$ cat config.mk
export PLATFORM = sky130hd
export DESIGN_NAME = aomc_top
export DESIGN_NICKNAME = d
export VERILOG_FILES = /design/src/hdl/aomc_pkg.sv /design/src/hdl/aomc_sel_if.sv /design/src/hdl/aomc_top.sv /design/src/hdl/aomc_coord_bank.sv
export SDC_FILE = /design/constraint.sdc
export NUM_CORES = 1
export LEC_CHECK = 0
export ABC_AREA = 1
export BUFFER_PORTS_ARGS = -buffer_cell sky130_fd_sc_hd__buf_2
export CORE_AREA = 2 2 84 86
export DETAILED_ROUTE_END_ITERATION = 10
export DIE_AREA = 0 0 86 88
export GPL_ROUTABILITY_DRIVEN = 0
export GPL_TIMING_DRIVEN = 0
export HOLD_SLACK_MARGIN = 0.03
export PLACE_DENSITY = 0.88
export SETUP_SLACK_MARGIN = 0.1
export SYNTH_ARGS = -nofsm -noshare
export SYNTH_HDL_FRONTEND = slang
export SYNTH_SLANG_ARGS = --single-unit
$ cat constraint.sdc
create_clock -name clock -period 2.16 [get_ports clock]
set_input_delay 0.648 -clock clock [delete_from_list [all_inputs] [get_ports clock]]
set_output_delay 0.648 -clock clock [all_outputs]
set_load 0.01 [all_outputs]
$ cat src/hdl/aomc_pkg.sv
// constants for the analog output selection control
// How it works
// [RULE1] a 12-bit number register holds the value driving the shared converter
// [RULE2] a 16-bit address register picks one of 64 output channels
// [RULE3] the output instruction loads the converter from the number register
// [RULE4] the same instruction enables the channel named by the address register
// [RULE5] software alone decides order and timing of channel updates
// [RULE6] software refreshes each used channel at least every 50 ms
// [RULE7] software keeps each channel selected at least 100 us per update
// [RULE8] channels form an 8 by 8 array with row and column flip-flop banks
// [RULE9] a channel is selected only when its row and column flip-flops are set
// [RULE10] unselected channels stay isolated and hold their last value
// [RULE11] at most one row and one column set; others cleared on new address
// [RULE12] address bits 2:0 give column, bits 5:3 give row
package aomc_pkg;
  localparam int          NUM_W       = 12;
  localparam int          ADDR_W      = 16;
  localparam int          COORD_W     = 3;
  localparam int          COORD_N     = 8;
  localparam int          CHAN_N      = 64;
  localparam int          COL_LSB     = 0;
  localparam int          ROW_LSB     = 3;
  localparam logic [11:0] NUM_RESET   = 12'h000;
  localparam logic [15:0] ADDR_RESET  = 16'h0000;
  localparam logic [7:0]  SEL_NONE    = 8'h00;
  localparam int          CLK_NS      = 50;
  localparam int          DWELL_US    = 100;
  localparam int          REFRESH_MS  = 50;
  // least time, rounded up to whole cycles
  localparam int          DWELL_CYC   = (DWELL_US * 1000 + CLK_NS - 1) / CLK_NS;
  localparam int          REFRESH_CYC = (REFRESH_MS * 1000000) / CLK_NS;
endpackage

$ cat src/hdl/aomc_sel_if.sv
// selection bank signals between the control and the coordinate decoder
`timescale 1ns/1ps
interface aomc_sel_if;
  logic                            load;
  logic [aomc_pkg::ADDR_W-1:0]     addr;
  logic [aomc_pkg::COORD_N-1:0]    row_sel;
  logic [aomc_pkg::COORD_N-1:0]    col_sel;
  modport ctl (output load, output addr, input row_sel, input col_sel);
  modport bank (input load, input addr, output row_sel, output col_sel);
endinterface

$ cat src/hdl/aomc_top.sv
// analog output selection control top: number, address, channel enables
`timescale 1ns/1ps
module aomc_top #(
  parameter int NUM_W  = aomc_pkg::NUM_W,
  parameter int ADDR_W = aomc_pkg::ADDR_W
) (
  // clock and reset
  input  wire logic              clock,
  input  wire logic              rst_b,
  // processor side
  input  wire logic              multiplexed_analog_out_instr,
  input  wire logic [NUM_W-1:0]  num_in,
  input  wire logic [ADDR_W-1:0] addr_in,
  // converter and channel side
  output logic      [NUM_W-1:0]  dac_value,
  output logic      [ADDR_W-1:0] addr_reg,
  output logic      [7:0]        row_sel,
  output logic      [7:0]        col_sel,
  output logic      [63:0]       chan_en,
  output logic                   dwell_met
);
  typedef enum logic [0:0] {
    AOMC_IDLE  = 1'b0,
    AOMC_DWELL = 1'b1
  } aomc_state_t;

  localparam logic [15:0] DWELL_MAX = 16'(aomc_pkg::DWELL_CYC);

  // parameter sanity, refused while elaborating: the selection link and the
  // reset constants are cut to the package widths, so other widths would
  // silently pad or drop address and number bits
  if (NUM_W != aomc_pkg::NUM_W || ADDR_W != aomc_pkg::ADDR_W) begin : g_bad_width
    $error("unsupported width parameters");
  end

  aomc_sel_if sel ();

  logic [NUM_W-1:0]  num_reg;
  logic [NUM_W-1:0]  next_num_reg;
  logic [ADDR_W-1:0] next_addr_reg;
  aomc_state_t       state;
  aomc_state_t       next_state;
  logic [15:0]       dwell_cnt;
  logic [15:0]       next_dwell_cnt;

  // [RULE1] [RULE2] [RULE3] registers load on the instruction
  // both registers take their inputs on the same edge, so the converter
  // value and the channel that receives it never get out of step
  always_comb begin
    next_num_reg  = num_reg;
    next_addr_reg = addr_reg;
    if (multiplexed_analog_out_instr) begin
      next_num_reg  = num_in;
      next_addr_reg = addr_in;
    end
  end

  always_ff @(posedge clock or negedge rst_b) begin
    if (!rst_b) begin
      num_reg  <= aomc_pkg::NUM_RESET;
      addr_reg <= aomc_pkg::ADDR_RESET;
    end else begin
      num_reg  <= next_num_reg;
      addr_reg <= next_addr_reg;
    end
  end

  // converter follows the number register directly
  // no extra stage: the converter settles well inside the dwell anyway
  assign dac_value = num_reg;

  // [RULE4] same instruction loads the selection banks
  // banks decode the raw input rather than addr_reg, so they switch on the
  // same edge as the number register and not one cycle later
  assign sel.load = multiplexed_analog_out_instr;
  assign sel.addr = addr_in;

  aomc_coord_bank u_bank (
    .clock (clock),
    .rst_b (rst_b),
    .sel   (sel)
  );

  assign row_sel = sel.row_sel;
  assign col_sel = sel.col_sel;

  // [RULE9] [RULE10] channel enabled only at row and column coincidence
  // one gate level behind two registered banks; both banks move on one edge,
  // so no channel outside the old or new coordinates ever opens
  genvar r, c;
  generate
    for (r = 0; r < aomc_pkg::COORD_N; r++) begin : g_row
      for (c = 0; c < aomc_pkg::COORD_N; c++) begin : g_col
        assign chan_en[r*aomc_pkg::COORD_N + c] = row_sel[r] & col_sel[c];
      end
    end
  endgenerate

  // [RULE7] dwell timer; software reads dwell_met before the next update
  // counts 1 up to DWELL_MAX after each strobe; a strobe inside the dwell
  // restarts it, since the newly selected channel needs its own settle time
  always_comb begin
    next_state     = state;
    next_dwell_cnt = dwell_cnt;
    unique case (state)
      AOMC_IDLE: begin
        if (multiplexed_analog_out_instr) begin
          next_state     = AOMC_DWELL;
          next_dwell_cnt = 16'h0001;
        end
      end
      AOMC_DWELL: begin
        // fresh strobe restarts the count
        if (multiplexed_analog_out_instr) begin
          next_dwell_cnt = 16'h0001;
        // full dwell served
        end else if (dwell_cnt == DWELL_MAX) begin
          next_state = AOMC_IDLE;
        end else begin
          next_dwell_cnt = dwell_cnt + 16'h0001;
        end
      end
    endcase
  end

  always_ff @(posedge clock or negedge rst_b) begin
    if (!rst_b) begin
      state     <= AOMC_IDLE;
      dwell_cnt <= 16'h0000;
    end else begin
      state     <= next_state;
      dwell_cnt <= next_dwell_cnt;
    end
  end

  // high once the selected channel has settled, or nothing pending
  // a level, not a pulse: software may poll it at any time
  assign dwell_met = (state == AOMC_IDLE);

  // checker helper: length of the current low stretch of dwell_met,
  // restarted by every strobe; kept apart from the dwell timer so that
  // a broken timer cannot vouch for itself
  logic [15:0] low_run;
  logic [15:0] next_low_run;

  // stretch counter, next value
  always_comb begin
    next_low_run = low_run;
    if (multiplexed_analog_out_instr) begin
      next_low_run = 16'h0000;
    end else if (!dwell_met) begin
      next_low_run = low_run + 16'h0001;
    end
  end

  // stretch counter register
  always_ff @(posedge clock or negedge rst_b) begin
    if (!rst_b) begin
      low_run <= 16'h0000;
    end else begin
      low_run <= next_low_run;
    end
  end

  // checks watch inputs, outputs and registers only; all are off while reset is low
  // so that an asynchronous clear never counts as a drifting register

  // [RULE3] converter takes new value
  chk_dac_load: assert property (@(posedge clock) disable iff (!rst_b)
    multiplexed_analog_out_instr |=> dac_value == $past(num_in))  // [RULE3]
    else $error("converter not loaded");
  // [RULE4] addressed channel enabled
  chk_chan_select: assert property (@(posedge clock) disable iff (!rst_b)
    multiplexed_analog_out_instr |=> chan_en[$past(addr_in[5:0])])  // [RULE4]
    else $error("addressed channel not enabled");
  // [RULE2] address register captured
  chk_addr_load: assert property (@(posedge clock) disable iff (!rst_b)
    multiplexed_analog_out_instr |=> addr_reg == $past(addr_in))  // [RULE2]
    else $error("address not captured");
  // [RULE9] single channel at most
  chk_chan_onehot: assert property (@(posedge clock) disable iff (!rst_b)
    $onehot0(chan_en))  // [RULE9]
    else $error("more than one channel enabled");
  // [RULE10] selection holds without instruction
  chk_sel_hold: assert property (@(posedge clock) disable iff (!rst_b)
    !multiplexed_analog_out_instr |=> $stable(chan_en) && $stable(dac_value))  // [RULE10]
    else $error("selection changed without instruction");
  // [RULE1] number register holds
  chk_num_hold: assert property (@(posedge clock) disable iff (!rst_b)
    !multiplexed_analog_out_instr [*2] |-> $stable(num_reg))  // [RULE1]
    else $error("number register drifted");
  // [RULE8] channel index matches banks
  chk_bank_map: assert property (@(posedge clock) disable iff (!rst_b)
    multiplexed_analog_out_instr |=> row_sel[$past(addr_in[5:3])] && col_sel[$past(addr_in[2:0])])  // [RULE8]
    else $error("bank coordinates wrong");
  // [RULE7] dwell flag low right after an update
  chk_dwell_low: assert property (@(posedge clock) disable iff (!rst_b)
    multiplexed_analog_out_instr |=> !dwell_met [*8])  // [RULE7]
    else $error("dwell flag rose too early");
  // [RULE2] address register holds between strobes
  chk_addr_hold: assert property (@(posedge clock) disable iff (!rst_b)
    !multiplexed_analog_out_instr |=> $stable(addr_reg))  // [RULE2]
    else $error("address register changed without instruction");
  // [RULE7] low stretch lasts the whole dwell
  chk_dwell_span: assert property (@(posedge clock) disable iff (!rst_b)
    $rose(dwell_met) |-> low_run == DWELL_MAX)  // [RULE7]
    else $error("dwell stretch has the wrong length");
  // [RULE7] dwell count stays in range
  chk_dwell_range: assert property (@(posedge clock) disable iff (!rst_b)
    state == AOMC_DWELL |-> dwell_cnt != 16'h0000 && dwell_cnt <= DWELL_MAX)  // [RULE7]
    else $error("dwell count out of range");

  // main scenarios: single update, back to back, restart, full dwell, far corner

  cov_update: cover property (@(posedge clock) disable iff (!rst_b) multiplexed_analog_out_instr);
  cov_back_to_back: cover property (@(posedge clock) disable iff (!rst_b)
    multiplexed_analog_out_instr ##1 multiplexed_analog_out_instr);
  cov_dwell_done: cover property (@(posedge clock) disable iff (!rst_b)
    state == AOMC_DWELL ##1 state == AOMC_IDLE);
  cov_dwell_restart: cover property (@(posedge clock) disable iff (!rst_b)
    !dwell_met && multiplexed_analog_out_instr);
  cov_last_chan: cover property (@(posedge clock) disable iff (!rst_b)
    multiplexed_analog_out_instr ##1 chan_en[aomc_pkg::CHAN_N-1]);
endmodule

$ cat src/hdl/aomc_coord_bank.sv
// row and column selection flip-flop banks with one-hot decode
`timescale 1ns/1ps
module aomc_coord_bank (
  // clock and reset
  input  wire logic clock,
  input  wire logic rst_b,
  // selection link
  aomc_sel_if.bank  sel
);
  logic [aomc_pkg::COORD_N-1:0] row_sel;
  logic [aomc_pkg::COORD_N-1:0] col_sel;
  logic [aomc_pkg::COORD_N-1:0] next_row_sel;
  logic [aomc_pkg::COORD_N-1:0] next_col_sel;

  // one-hot decode of a coordinate, used for both banks
  function automatic logic [aomc_pkg::COORD_N-1:0] one_hot(input logic [aomc_pkg::COORD_W-1:0] idx);
    logic [aomc_pkg::COORD_N-1:0] v;
    v = aomc_pkg::SEL_NONE;
    v[idx] = 1'b1;
    return v;
  endfunction

  // [RULE12] address field split
  // [RULE11] whole bank rewritten so old bits clear
  always_comb begin
    next_row_sel = row_sel;
    next_col_sel = col_sel;
    if (sel.load) begin
      next_row_sel = one_hot(sel.addr[aomc_pkg::ROW_LSB +: aomc_pkg::COORD_W]);
      next_col_sel = one_hot(sel.addr[aomc_pkg::COL_LSB +: aomc_pkg::COORD_W]);
    end
  end

  // [RULE8] eight flip-flops per coordinate
  always_ff @(posedge clock or negedge rst_b) begin
    if (!rst_b) begin
      row_sel <= aomc_pkg::SEL_NONE;
      col_sel <= aomc_pkg::SEL_NONE;
    end else begin
      row_sel <= next_row_sel;
      col_sel <= next_col_sel;
    end
  end

  assign sel.row_sel = row_sel;
  assign sel.col_sel = col_sel;

  // [RULE11] one-hot or empty banks
  chk_bank_onehot: assert property (@(posedge clock) disable iff (!rst_b)
    $onehot0(row_sel) && $onehot0(col_sel) && ($onehot(row_sel) == $onehot(col_sel)))  // [RULE11]
    else $error("selection banks not one-hot");
endmodule

==> run_results.csv, run 1 <==
group,metric,value,unit
setup_path,crit_fanout,9,
finish,num-nets-final,677,
sta,setup_tns,0,ns
setup_path,critical_path.endpoint,"chan_en[24]",
clock_network,cts_max_level,3,
power,combPwrFrac,16.3,%
global_routing,grt_max_degree,62,
setup_path,slowest_stage,"dfrtp_1",
clock_network,cts-hold-fix-buffers,0,
clock_network,path_clk_slew,0.07,ns
setup_path,max_stage_delay,0.34,ns
setup_path,crit_start,"u_bank.sel.col_sel[0]$_DFFE_PN0P_",
synthesis,yosysTopAreaCellShare,45.0,%
finish,drive_above_1_share,30.4,%
finish,regArea,1530,µm²
clock_network,cts_tree,"built",
sta,relSlewSlack,49.5,%
synthesis,synth.area.top_cells,"dfrtp_1 (45%), nand2_1 (23%), inv_1 (9.6%)",
setup_path,worstReg2RegStart,"dwell_cnt[0]$_DFFE_PN0P_",
routing,routed-via-count,3541,
routing,antenna_left,0,
routing,drt-total-wl,9190,µm
routing,viasPerCell,4.86,
power,p_clk_share,39.2,%
sta,min_period,1.99,ns
setup_path,critPathRequiredTime,1.51,ns
synthesis,synth_cells,495,
clock_network,cts-root-buf,"clkbuf_8",
die,die_h,88,µm
place,dp_slack,0.275,ns
die,core-area,6640,µm²
synthesis,netlist_area,3390,µm²
setup_path,cp.arrival,1.34,ns
global_routing,antenna_found_initial,0,
global_routing,grt_overflow,0,
finish,fillers,572,
setup_path,rrSetupSlack,0.47,ns
routing,drt-initial-drc-count,215,
synthesis,ys_types,25,
setup_path,path_class,"flip-flop to output pin",
finish,final_cell_mix,"nand2_1 (204), buf_2 (141), inv_1 (87)",
synthesis,yosysSeqAreaShare,45.0,%
clock_network,cts-buffers-inserted,9,
power,netSwitchingPower,823,µW
sta,rsz0062_at_grt,"true",
sta,finalWorstSetupSlack,0.168,ns
place,hpwl,6940,µm
finish,area_growth,30.4,%
setup_path,end_kind,"output pin",
sta,finalHoldViolations,0,
clock_network,post_cts_buffers,0,
power,switching_share,28.4,%
setup_path,critical-path-top-delay-family,"buffers and inverters",
finish,insertedDiodeCount,0,
die,die_w,86,µm
die,dieArea,7570,µm²
sta,finalCritPeriodShare,92.2,%
synthesis,yosysTopAreaCell,"dfrtp_1",
sta,drv_slew,0,
setup_path,worstReg2RegEnd,"dwell_cnt[0]$_DFFE_PN0P_",
routing,drc,0,
power,power_density,655,nW/µm²
setup_path,crit_chain,"clkbuf_1 > nand2_1 > inv_1 > buf_2",
routing,drtPass1Iterations,5,
clock_network,clock_latency,0.34,ns
global_routing,grt_pass1_wl,14700,µm
place,portBuffers,138,
global_routing,grt_usage,24.9,%
power,vdd.ir_drop.worst,423,µV
run,maxCapViolCount,0,
die,pin_count,140,
global_routing,grt_pass1_vias,3150,
synthesis,synth_area_per_cell,6.86,µm²
sta,tightest_slew,0.757,ns
min_path,hold_path_class,"input port to asynchronous set/reset pin",
status,outcome,"finished, final reports clean",
finish,multi_input_area,1410,µm²
sta,fmax,0.502,GHz
die,start_util,51.1,%
routing,wl_per_cell,12.6,µm
finish,layout_commonest_cell,"nand2_1",
clock_network,clock_path_buffers,2,
clock_network,cts.sink_count,61,
synthesis,yosys_warnings,0,
synthesis,ys_ff_latch,61,
setup_path,rr_worst_depth,10,
sta,skew,0.00682,ns
sta,finalSetupViolations,0,
setup_path,crit_cells,4,
power,cellLeakagePower,2.98,nW
setup_path,crit_path_start_kind,"flip-flop",
die,fp-row-count,30,
power,seq_power_share,44.5,%
power,intPower,2.08,mW
synthesis,syn-num-nets,528,
setup_path,worst-path-buf-inv,3,
## cell usage after synthesis, drive strengths merged
| cell type | count |
|---|---|
| nand3 | 22 |
| nor3 | 2 |
| or2 | 2 |
| o21ai | 29 |
| buf | 5 |
| ha | 2 |
| a21oi | 1 |
| nand2 | 213 |
| and2 | 2 |
| nor2 | 29 |
| inv | 90 |
| nand4 | 13 |
| dfrtp | 61 |
| clkbuf | 23 |
| xor2 | 1 |
## per-layer routing
layer	share of wire, %	track usage, %	vias to the layer above
met1	40	30.5	1592
li1	-	-	1771
met4	2.4	12.7	0
met2	50	42.0	163
met3	7.2	4.81	15
met5	0	0	-
## through the flow
stage               cell area (µm²)  power [mW]  hold slack, ns  utilization (%)  cells
floorplan                      3390        1.57           0.352                -    495
finish                         4430        2.90           0.380             66.6    729
global route                   4430        3.04           0.439             66.6    729
global placement               4190        1.76           0.450             63.0    713
detailed placement             4190        1.78           0.453             63.0    713
CTS                            4410        2.91           0.471             66.4    729
## power by group through the flow
stage | clock network (mW) | logic, mW | registers, mW
after global placement | 0 | 0.448 | 1.31
after floorplan | 0 | 0.235 | 1.33
after CTS | 1.15 | 0.470 | 1.29
after global routing | 1.21 | 0.532 | 1.30
final | 1.14 | 0.471 | 1.29
after detailed placement | 0 | 0.469 | 1.31
## worst min-delay path by stage
| stage | end | slack (ns) | cells after the start |
|---|---|---|---|
| 2_1_floorplan | addr_reg[0]$_DFFE_PN0P_ | 0.35 | 0 |
| 3_3_place_gp | addr_reg[12]$_DFFE_PN0P_ | 0.45 | 2 |
| 3_5_place_dp | addr_reg[12]$_DFFE_PN0P_ | 0.45 | 2 |
| 4_1_cts | addr_reg[12]$_DFFE_PN0P_ | 0.47 | 2 |
| 5_1_grt | dac_value[5]$_DFFE_PN0P_ | 0.44 | 1 |
| 6_report | dac_value[5]$_DFFE_PN0P_ | 0.38 | 1 |
## repair_timing
item,CTS,global route
resized for setup,0,24
setup endpoints to repair,0,45
endpoints found under the hold margin,0,0
## kinds of logic (layout without fill, tap and decap cells)
| kind of cell | count (synthesis) | in the layout | synth area share (%) |
|---|---|---|---|
| XOR/XNOR | 1 | 1 | 0.258 |
| buffers and inverters | 118 | 272 | 13.4 |
| adder cells (fa/ha/maj) | 2 | 2 | 0.737 |
| flip-flops | 61 | 61 | 45.0 |
| AO/OA/AOI/OAI | 30 | 30 | 5.09 |
| AND/OR/NAND/NOR | 283 | 283 | 35.5 |
## layout make-up
class	instances	area share, %
inverter	90	7.63
tap	80	2.26
clock buffer	10	3.11
timing repair buffer	138	15.7
clock inverter	6	1.95
multi-input combinational	316	31.9
sequential	61	34.5
buffer	28	3.00
No activity file was read; power rests on OpenSTA's default activity.
==> inputs of run 2 (changes only) <==
CORE_AREA = 2 2 77 94   (was 2 2 84 86)
CTS_CLUSTER_SIZE = 16   (was default)
DIE_AREA = 0 0 79 96   (was 0 0 86 88)
PLACE_DENSITY = 0.89   (was 0.88)
SYNTH_HIERARCHICAL = 1   (was default)
==> run_results.csv, run 2 <==
group,metric,value,unit
setup_path,worstReg2RegEnd,"dwell_cnt[6]$_DFFE_PN0P_",
sta,finalCritPeriodShare,91.7,%
sta,tightest_slew,0.751,ns
setup_path,crit_fanout,8,
clock_network,clock_path_buffers,2,
global_routing,grt_overflow,0,
die,dieArea,7580,µm²
sta,drv_slew,0,
sta,min_period,1.98,ns
setup_path,max_stage_delay,0.42,ns
synthesis,synth-xor-area-share,0.252,%
setup_path,crit_chain,"clkbuf_1 > nand2_1 > inv_1 > buf_2",
finish,num-nets-final,701,
die,start_util,52.0,%
routing,drt-total-wl,9340,µm
synthesis,yosysTopAreaCellShare,43.9,%
clock_network,cts_resized,0,
die,die_h,96,µm
routing,wl_per_cell,12.3,µm
global_routing,busiest_layer,"met2",
finish,stdcell_count,760,
global_routing,grt_max_degree,62,
setup_path,end_kind,"output pin",
global_routing,grt_usage,25.2,%
finish,insertedDiodeCount,0,
synthesis,yosysTopAreaCell,"dfrtp_1",
place,placed_cells,744,
clock_network,clock_latency,0.34,ns
setup_path,worst-path-buf-inv,3,
sta,relSlewSlack,49.9,%
setup_path,worstReg2RegStart,"dwell_cnt[0]$_DFFE_PN0P_",
die,pin_count,140,
sta,skew,0.00557,ns
synthesis,yosysSeqAreaShare,43.9,%
setup_path,path_class,"flip-flop to output pin",
synthesis,synth.area.top_cells,"dfrtp_1 (44%), nand2_1 (26%), inv_1 (9.5%)",
run,maxCapViolCount,0,
clock_network,cts.sink_count,61,
min_path,hold_path_class,"input port to asynchronous set/reset pin",
finish,drive_above_1_share,29.1,%
routing,drtPass1Iterations,5,
synthesis,synth-compound-area-share,1.98,%
routing,drc,0,
sta,rsz0062_at_grt,"false",
setup_path,critical-path-top-delay-family,"buffers and inverters",
routing,routed-via-count,3726,
place,hpwl,7020,µm
synthesis,ys_ff_latch,61,
synthesis,synthMuxAreaShare,0,%
synthesis,synth-edff-count,0,
finish,fillers,592,
clock_network,path_clk_slew,0.07,ns
synthesis,synth-main-ff-cell,"dfrtp_1",
sta,finalHoldViolations,0,
setup_path,crit_path_start_kind,"flip-flop",
die,die_w,79,µm
clock_network,cts-buffers-inserted,9,
synthesis,synth_fa_ha_area_share,0.720,%
synthesis,yosys_warnings,6,
status,outcome,"finished, final reports clean",
synthesis,synth_commonest_cells,"nand2_1 (240), inv_1 (88), dfrtp_1 (61)",
synthesis,async_flop_share,100,%
clock_network,cts_tree,"built",
setup_path,rrSetupSlack,0.52,ns
routing,drt-initial-drc-count,345,
die,core-area,6690,µm²
place,portBuffers,139,
finish,area_growth,28.7,%
routing,viasPerCell,4.90,
clock_network,post_cts_buffers,0,
finish,layout_commonest_cell,"nand2_1",
synthesis,synth_area_per_cell,6.71,µm²
setup_path,slowest_stage,"dfrtp_1",
setup_path,rr_worst_depth,10,
power,power_density,570,nW/µm²
synthesis,ys_types,26,
sta,fmax,0.505,GHz
finish,final_cell_mix,"nand2_1 (240), buf_2 (141), inv_1 (88)",
global_routing,antenna_found_initial,0,
setup_path,cp.arrival,1.33,ns
synthesis,syn-num-nets,551,
clock_network,cts-hold-fix-buffers,0,
synthesis,synth_most_common_cell,"nand2_1",
setup_path,critPathRequiredTime,1.51,ns
global_routing,grt_pass1_wl,15300,µm
routing,antenna_left,0,
global_routing,grt_use_met2,42.0,%
clock_network,cts_max_level,3,
synthesis,synth_cells,518,
sta,finalSetupViolations,0,
clock_network,cts-root-buf,"clkbuf_8",
die,fp-row-count,33,
power,cellLeakagePower,3.11,nW
sta,setup_tns,0,ns
synthesis,netlist_area,3480,µm²
global_routing,grt_pass1_vias,3539,
global_routing,gr-usage-met1,32.4,%
synthesis,synthSimpleGateAreaFrac,39.5,%
global_routing,grt_use_met3,4.50,%
power,vdd.ir_drop.worst,455,µV
synthesis,synth_top_family_by_area,"simple AND/OR/NAND/NOR gates",
## run 2: cell count changes after synthesis, sizes merged, moves of 2 or more
cell,previous run,this run
clkbuf,23,21
clkinv,0,2
inv,90,92
nand2,213,248
nand3,22,24
nor2,29,36
o21ai,29,7
o21bai,0,2
or2,2,0
## run 2: kinds of logic after synthesis
logic type,Yosys count
AOI/OAI and AO/OA,9
xor gates and xnor gates,1
adders and majority gates,2
buffers and inverters,121
DFF,61
and+or+nand+nor,324
## run 2: worst register-to-register path: stages, from the launching register on
cell and delay [ns]:
dfrtp_1 0.41, inv_1 0.13, ha_1 0.19, nand3_1 0.12, nor2_4 0.14, nand2_4 0.10, nand2_8 0.12, nand2_4 0.06
buf_6 0.14, nand2_1 0.07, nand2_1 0.04
## run 2: cell type report
class	count	area, µm²	share of cell area [%]
buffer	27	133	2.97
sequential	61	1530	34.1
tap	87	109	2.43
timing repair buffer	139	698	15.6
inverter	94	355	7.95
clock inverter	6	38.8	0.867
clock buffer	10	138	3.08
multi-input combinational	336	1470	33.0
## run 2: worst max-delay path by stage
| stage | endpoint | slack (ns) | cells past startpoint | start |
|---|---|---|---|---|
| 6_report | chan_en[35] | 0.18 | 4 | u_bank/sel.col_sel[3]$_DFFE_PN0P_ |
| 5_1_grt | chan_en[17] | 0.11 | 4 | u_bank/sel.col_sel[1]$_DFFE_PN0P_ |
| 4_1_cts | chan_en[8] | 0.15 | 4 | u_bank/sel.row_sel[1]$_DFFE_PN0P_ |
| 3_5_place_dp | u_bank/sel.col_sel[0]$_DFFE_PN0P_ | 0.29 | 1 | rst_b |
| 3_3_place_gp | u_bank/sel.col_sel[4]$_DFFE_PN0P_ | 0.34 | 1 | rst_b |
| 2_1_floorplan | chan_en[11] | 0.71 | 3 | u_bank/sel.col_sel[3]$_DFFE_PN0P_ |
## run 2: power by group
| group | internal, mW | total (mW) | leakage (nW) | switching (mW) |
|---|---|---|---|---|
| registers | 1.21 | 1.26 | 0.784 | 0.0472 |
| clock network | 0.442 | 0.901 | 0.0880 | 0.459 |
| logic | 0.137 | 0.387 | 2.23 | 0.250 |
## run 2: through the flow
step	power (mW)	instance area [µm²]	util, %	setup slack, ns	hold slack [ns]
floorplan	1.47	3480	-	0.713	0.352
global placement	1.65	4280	64.0	0.341	0.450
detailed placement	1.66	4280	64.0	0.285	0.453
CTS	2.55	4460	66.6	0.152	0.471
global route	2.66	4470	66.9	0.107	0.433
finish	2.55	4470	66.9	0.179	0.372
## run 2: layer usage
metal | vias to the layer above | routed length [µm] | part of all wire (%)
met5 | - | 0 | 0
met4 | 0 | 215 | 2.3
met3 | 25 | 562 | 6.0
met2 | 131 | 4690 | 50
met1 | 1761 | 3870 | 41
li1 | 1809 | - | -
==> inputs of run 3 (changes only) <==
CAP_MARGIN = 5   (was default)
PLACE_DENSITY = 0.88   (was 0.89)
SYNTH_HIERARCHICAL = default   (was 1)
==> run_results.csv, run 3 (synthesized netlist as in run 1, its figures left out) <==
group,metric,value,unit
clock_network,cts-root-buf,"clkbuf_8",
finish,drive_above_1_share,30.8,%
sta,setup_tns,0,ns
clock_network,post_cts_buffers,0,
clock_network,path_clk_slew,0.07,ns
routing,drc,0,
finish,final_cell_mix,"nand2_1 (204), buf_2 (142), inv_1 (87)",
routing,drt-initial-drc-count,212,
sta,finalHoldViolations,0,
power,power_density,672,nW/µm²
routing,routed-via-count,3621,
setup_path,cp.arrival,1.29,ns
global_routing,grt_max_degree,37,
routing,wl_met1,3530,µm
routing,viasPerCell,4.91,
finish,area_growth,31.9,%
setup_path,path_class,"flip-flop to output pin",
routing,drtPass1Iterations,6,
clock_network,cts-buffers-inserted,9,
global_routing,grt_pass1_vias,3141,
die,fp-row-count,33,
die,start_util,50.7,%
routing,wl_per_cell,12.7,µm
setup_path,end_kind,"output pin",
clock_network,cts_tree,"built",
place,dp_slack,0.390,ns
routing,wl_met3,803,µm
routing,drt-total-wl,9370,µm
place,hpwl,7170,µm
sta,fmax,0.517,GHz
routing,wl_met2,4670,µm
sta,skew,0.00561,ns
finish,insertedDiodeCount,0,
global_routing,grt_overflow,0,
place,portBuffers,138,
sta,rsz0062_at_grt,"true",
sta,relSlewSlack,60.1,%
finish,layout_commonest_cell,"nand2_1",
power,power.total,3.01,mW
global_routing,antenna_found_initial,0,
die,core-area,6690,µm²
routing,dr.max_layer_used,"met4",
global_routing,grt_usage,25.0,%
min_path,hold_path_class,"input port to asynchronous set/reset pin",
sta,finalSetupViolations,0,
power,cellLeakagePower,2.99,nW
clock_network,cts_max_level,3,
sta,drv_slew,0,
die,pin_count,140,
run,maxCapViolCount,0,
power,vdd.ir_drop.worst,496,µV
clock_network,cts.sink_count,61,
clock_network,clock_latency,0.34,ns
setup_path,crit_fanout,9,
die,die_h,96,µm
sta,min_period,1.93,ns
finish,num-nets-final,678,
clock_network,clock_path_buffers,2,
setup_path,critPathRequiredTime,1.51,ns
sta,finalCritPeriodShare,89.5,%
global_routing,grt_pass1_wl,14700,µm
die,dieArea,7580,µm²
routing,antenna_left,0,
die,die_w,79,µm
sta,tightest_slew,0.598,ns
sta,finalWorstSetupSlack,0.226,ns
setup_path,crit_path_start_kind,"flip-flop",
status,outcome,"finished, final reports clean",
run 3: cell count changes in the layout (fill, tap and decap cells not counted), moves of 3 or more:
cell	previous run	this run
nand2_1	240	204
o21ai_0	2	21
nor2_1	28	23
clkbuf_2	10	14
bufinv_16	0	3
clkinv_2	3	0
run 3: worst paths after layout:
path                                                   start                                 to  slack (ns)  depth (start not counted)
hold reg to reg                     addr_reg[11]$_DFFE_PN0P_           addr_reg[11]$_DFFE_PN0P_        0.47                          2
min in group clock                  addr_reg[11]$_DFFE_PN0P_           addr_reg[11]$_DFFE_PN0P_        0.47                          2
max in group asynchronous                              rst_b  u_bank.sel.col_sel[0]$_DFFE_PN0P_        1.25                          2
setup / recovery           u_bank.sel.col_sel[0]$_DFFE_PN0P_                         chan_en[8]        0.23                          4
setup reg to reg                    dwell_cnt[0]$_DFFE_PN0P_           dwell_cnt[0]$_DFFE_PN0P_        0.51                         10
hold / removal                                         rst_b          dwell_cnt[10]$_DFFE_PN0P_        0.31                          1
run 3: final cells by class:
type	count	area (µm²)
timing repair buffer	139	711
clock buffer	9	124
tap	87	109
fill	579	2210
buffer	28	135
clock inverter	7	121
sequential	61	1530
multi-input combinational	316	1410
inverter	90	338
run 3: through the flow:
stage	area, µm²	cells	utilization [%]	hold WS, ns
floorplan	3390	495	-	0.352
global placement	4190	720	62.7	0.451
detailed placement	4210	721	63.0	0.454
CTS	4460	737	66.7	0.327
global route	4480	737	66.9	0.351
finish	4480	737	66.9	0.310
run 3: worst max-delay path: stages, from the launching register on:
cell and delay [ns]:
dfrtp_1 0.35, clkbuf_1 0.32, nand2_1 0.10, inv_1 0.06
buf_2 0.12
run 3: timing repair:
action,4_1_cts,5_1_grt
hold buffers,0,0
resized for setup,0,28
setup endpoints to repair,0,56
run 3: routing by layer:
metal | global-route usage, % | vias to the layer above
li1 | - | 1770
met2 | 44.3 | 186
met4 | 14.1 | 0
met1 | 27.6 | 1632
met3 | 6.10 | 33
met5 | 0 | -
run 3: where the power goes:
part | switching, mW | internal (mW)
combinational | 0.301 | 0.171
clock | 0.475 | 0.769
sequential | 0.0635 | 1.23
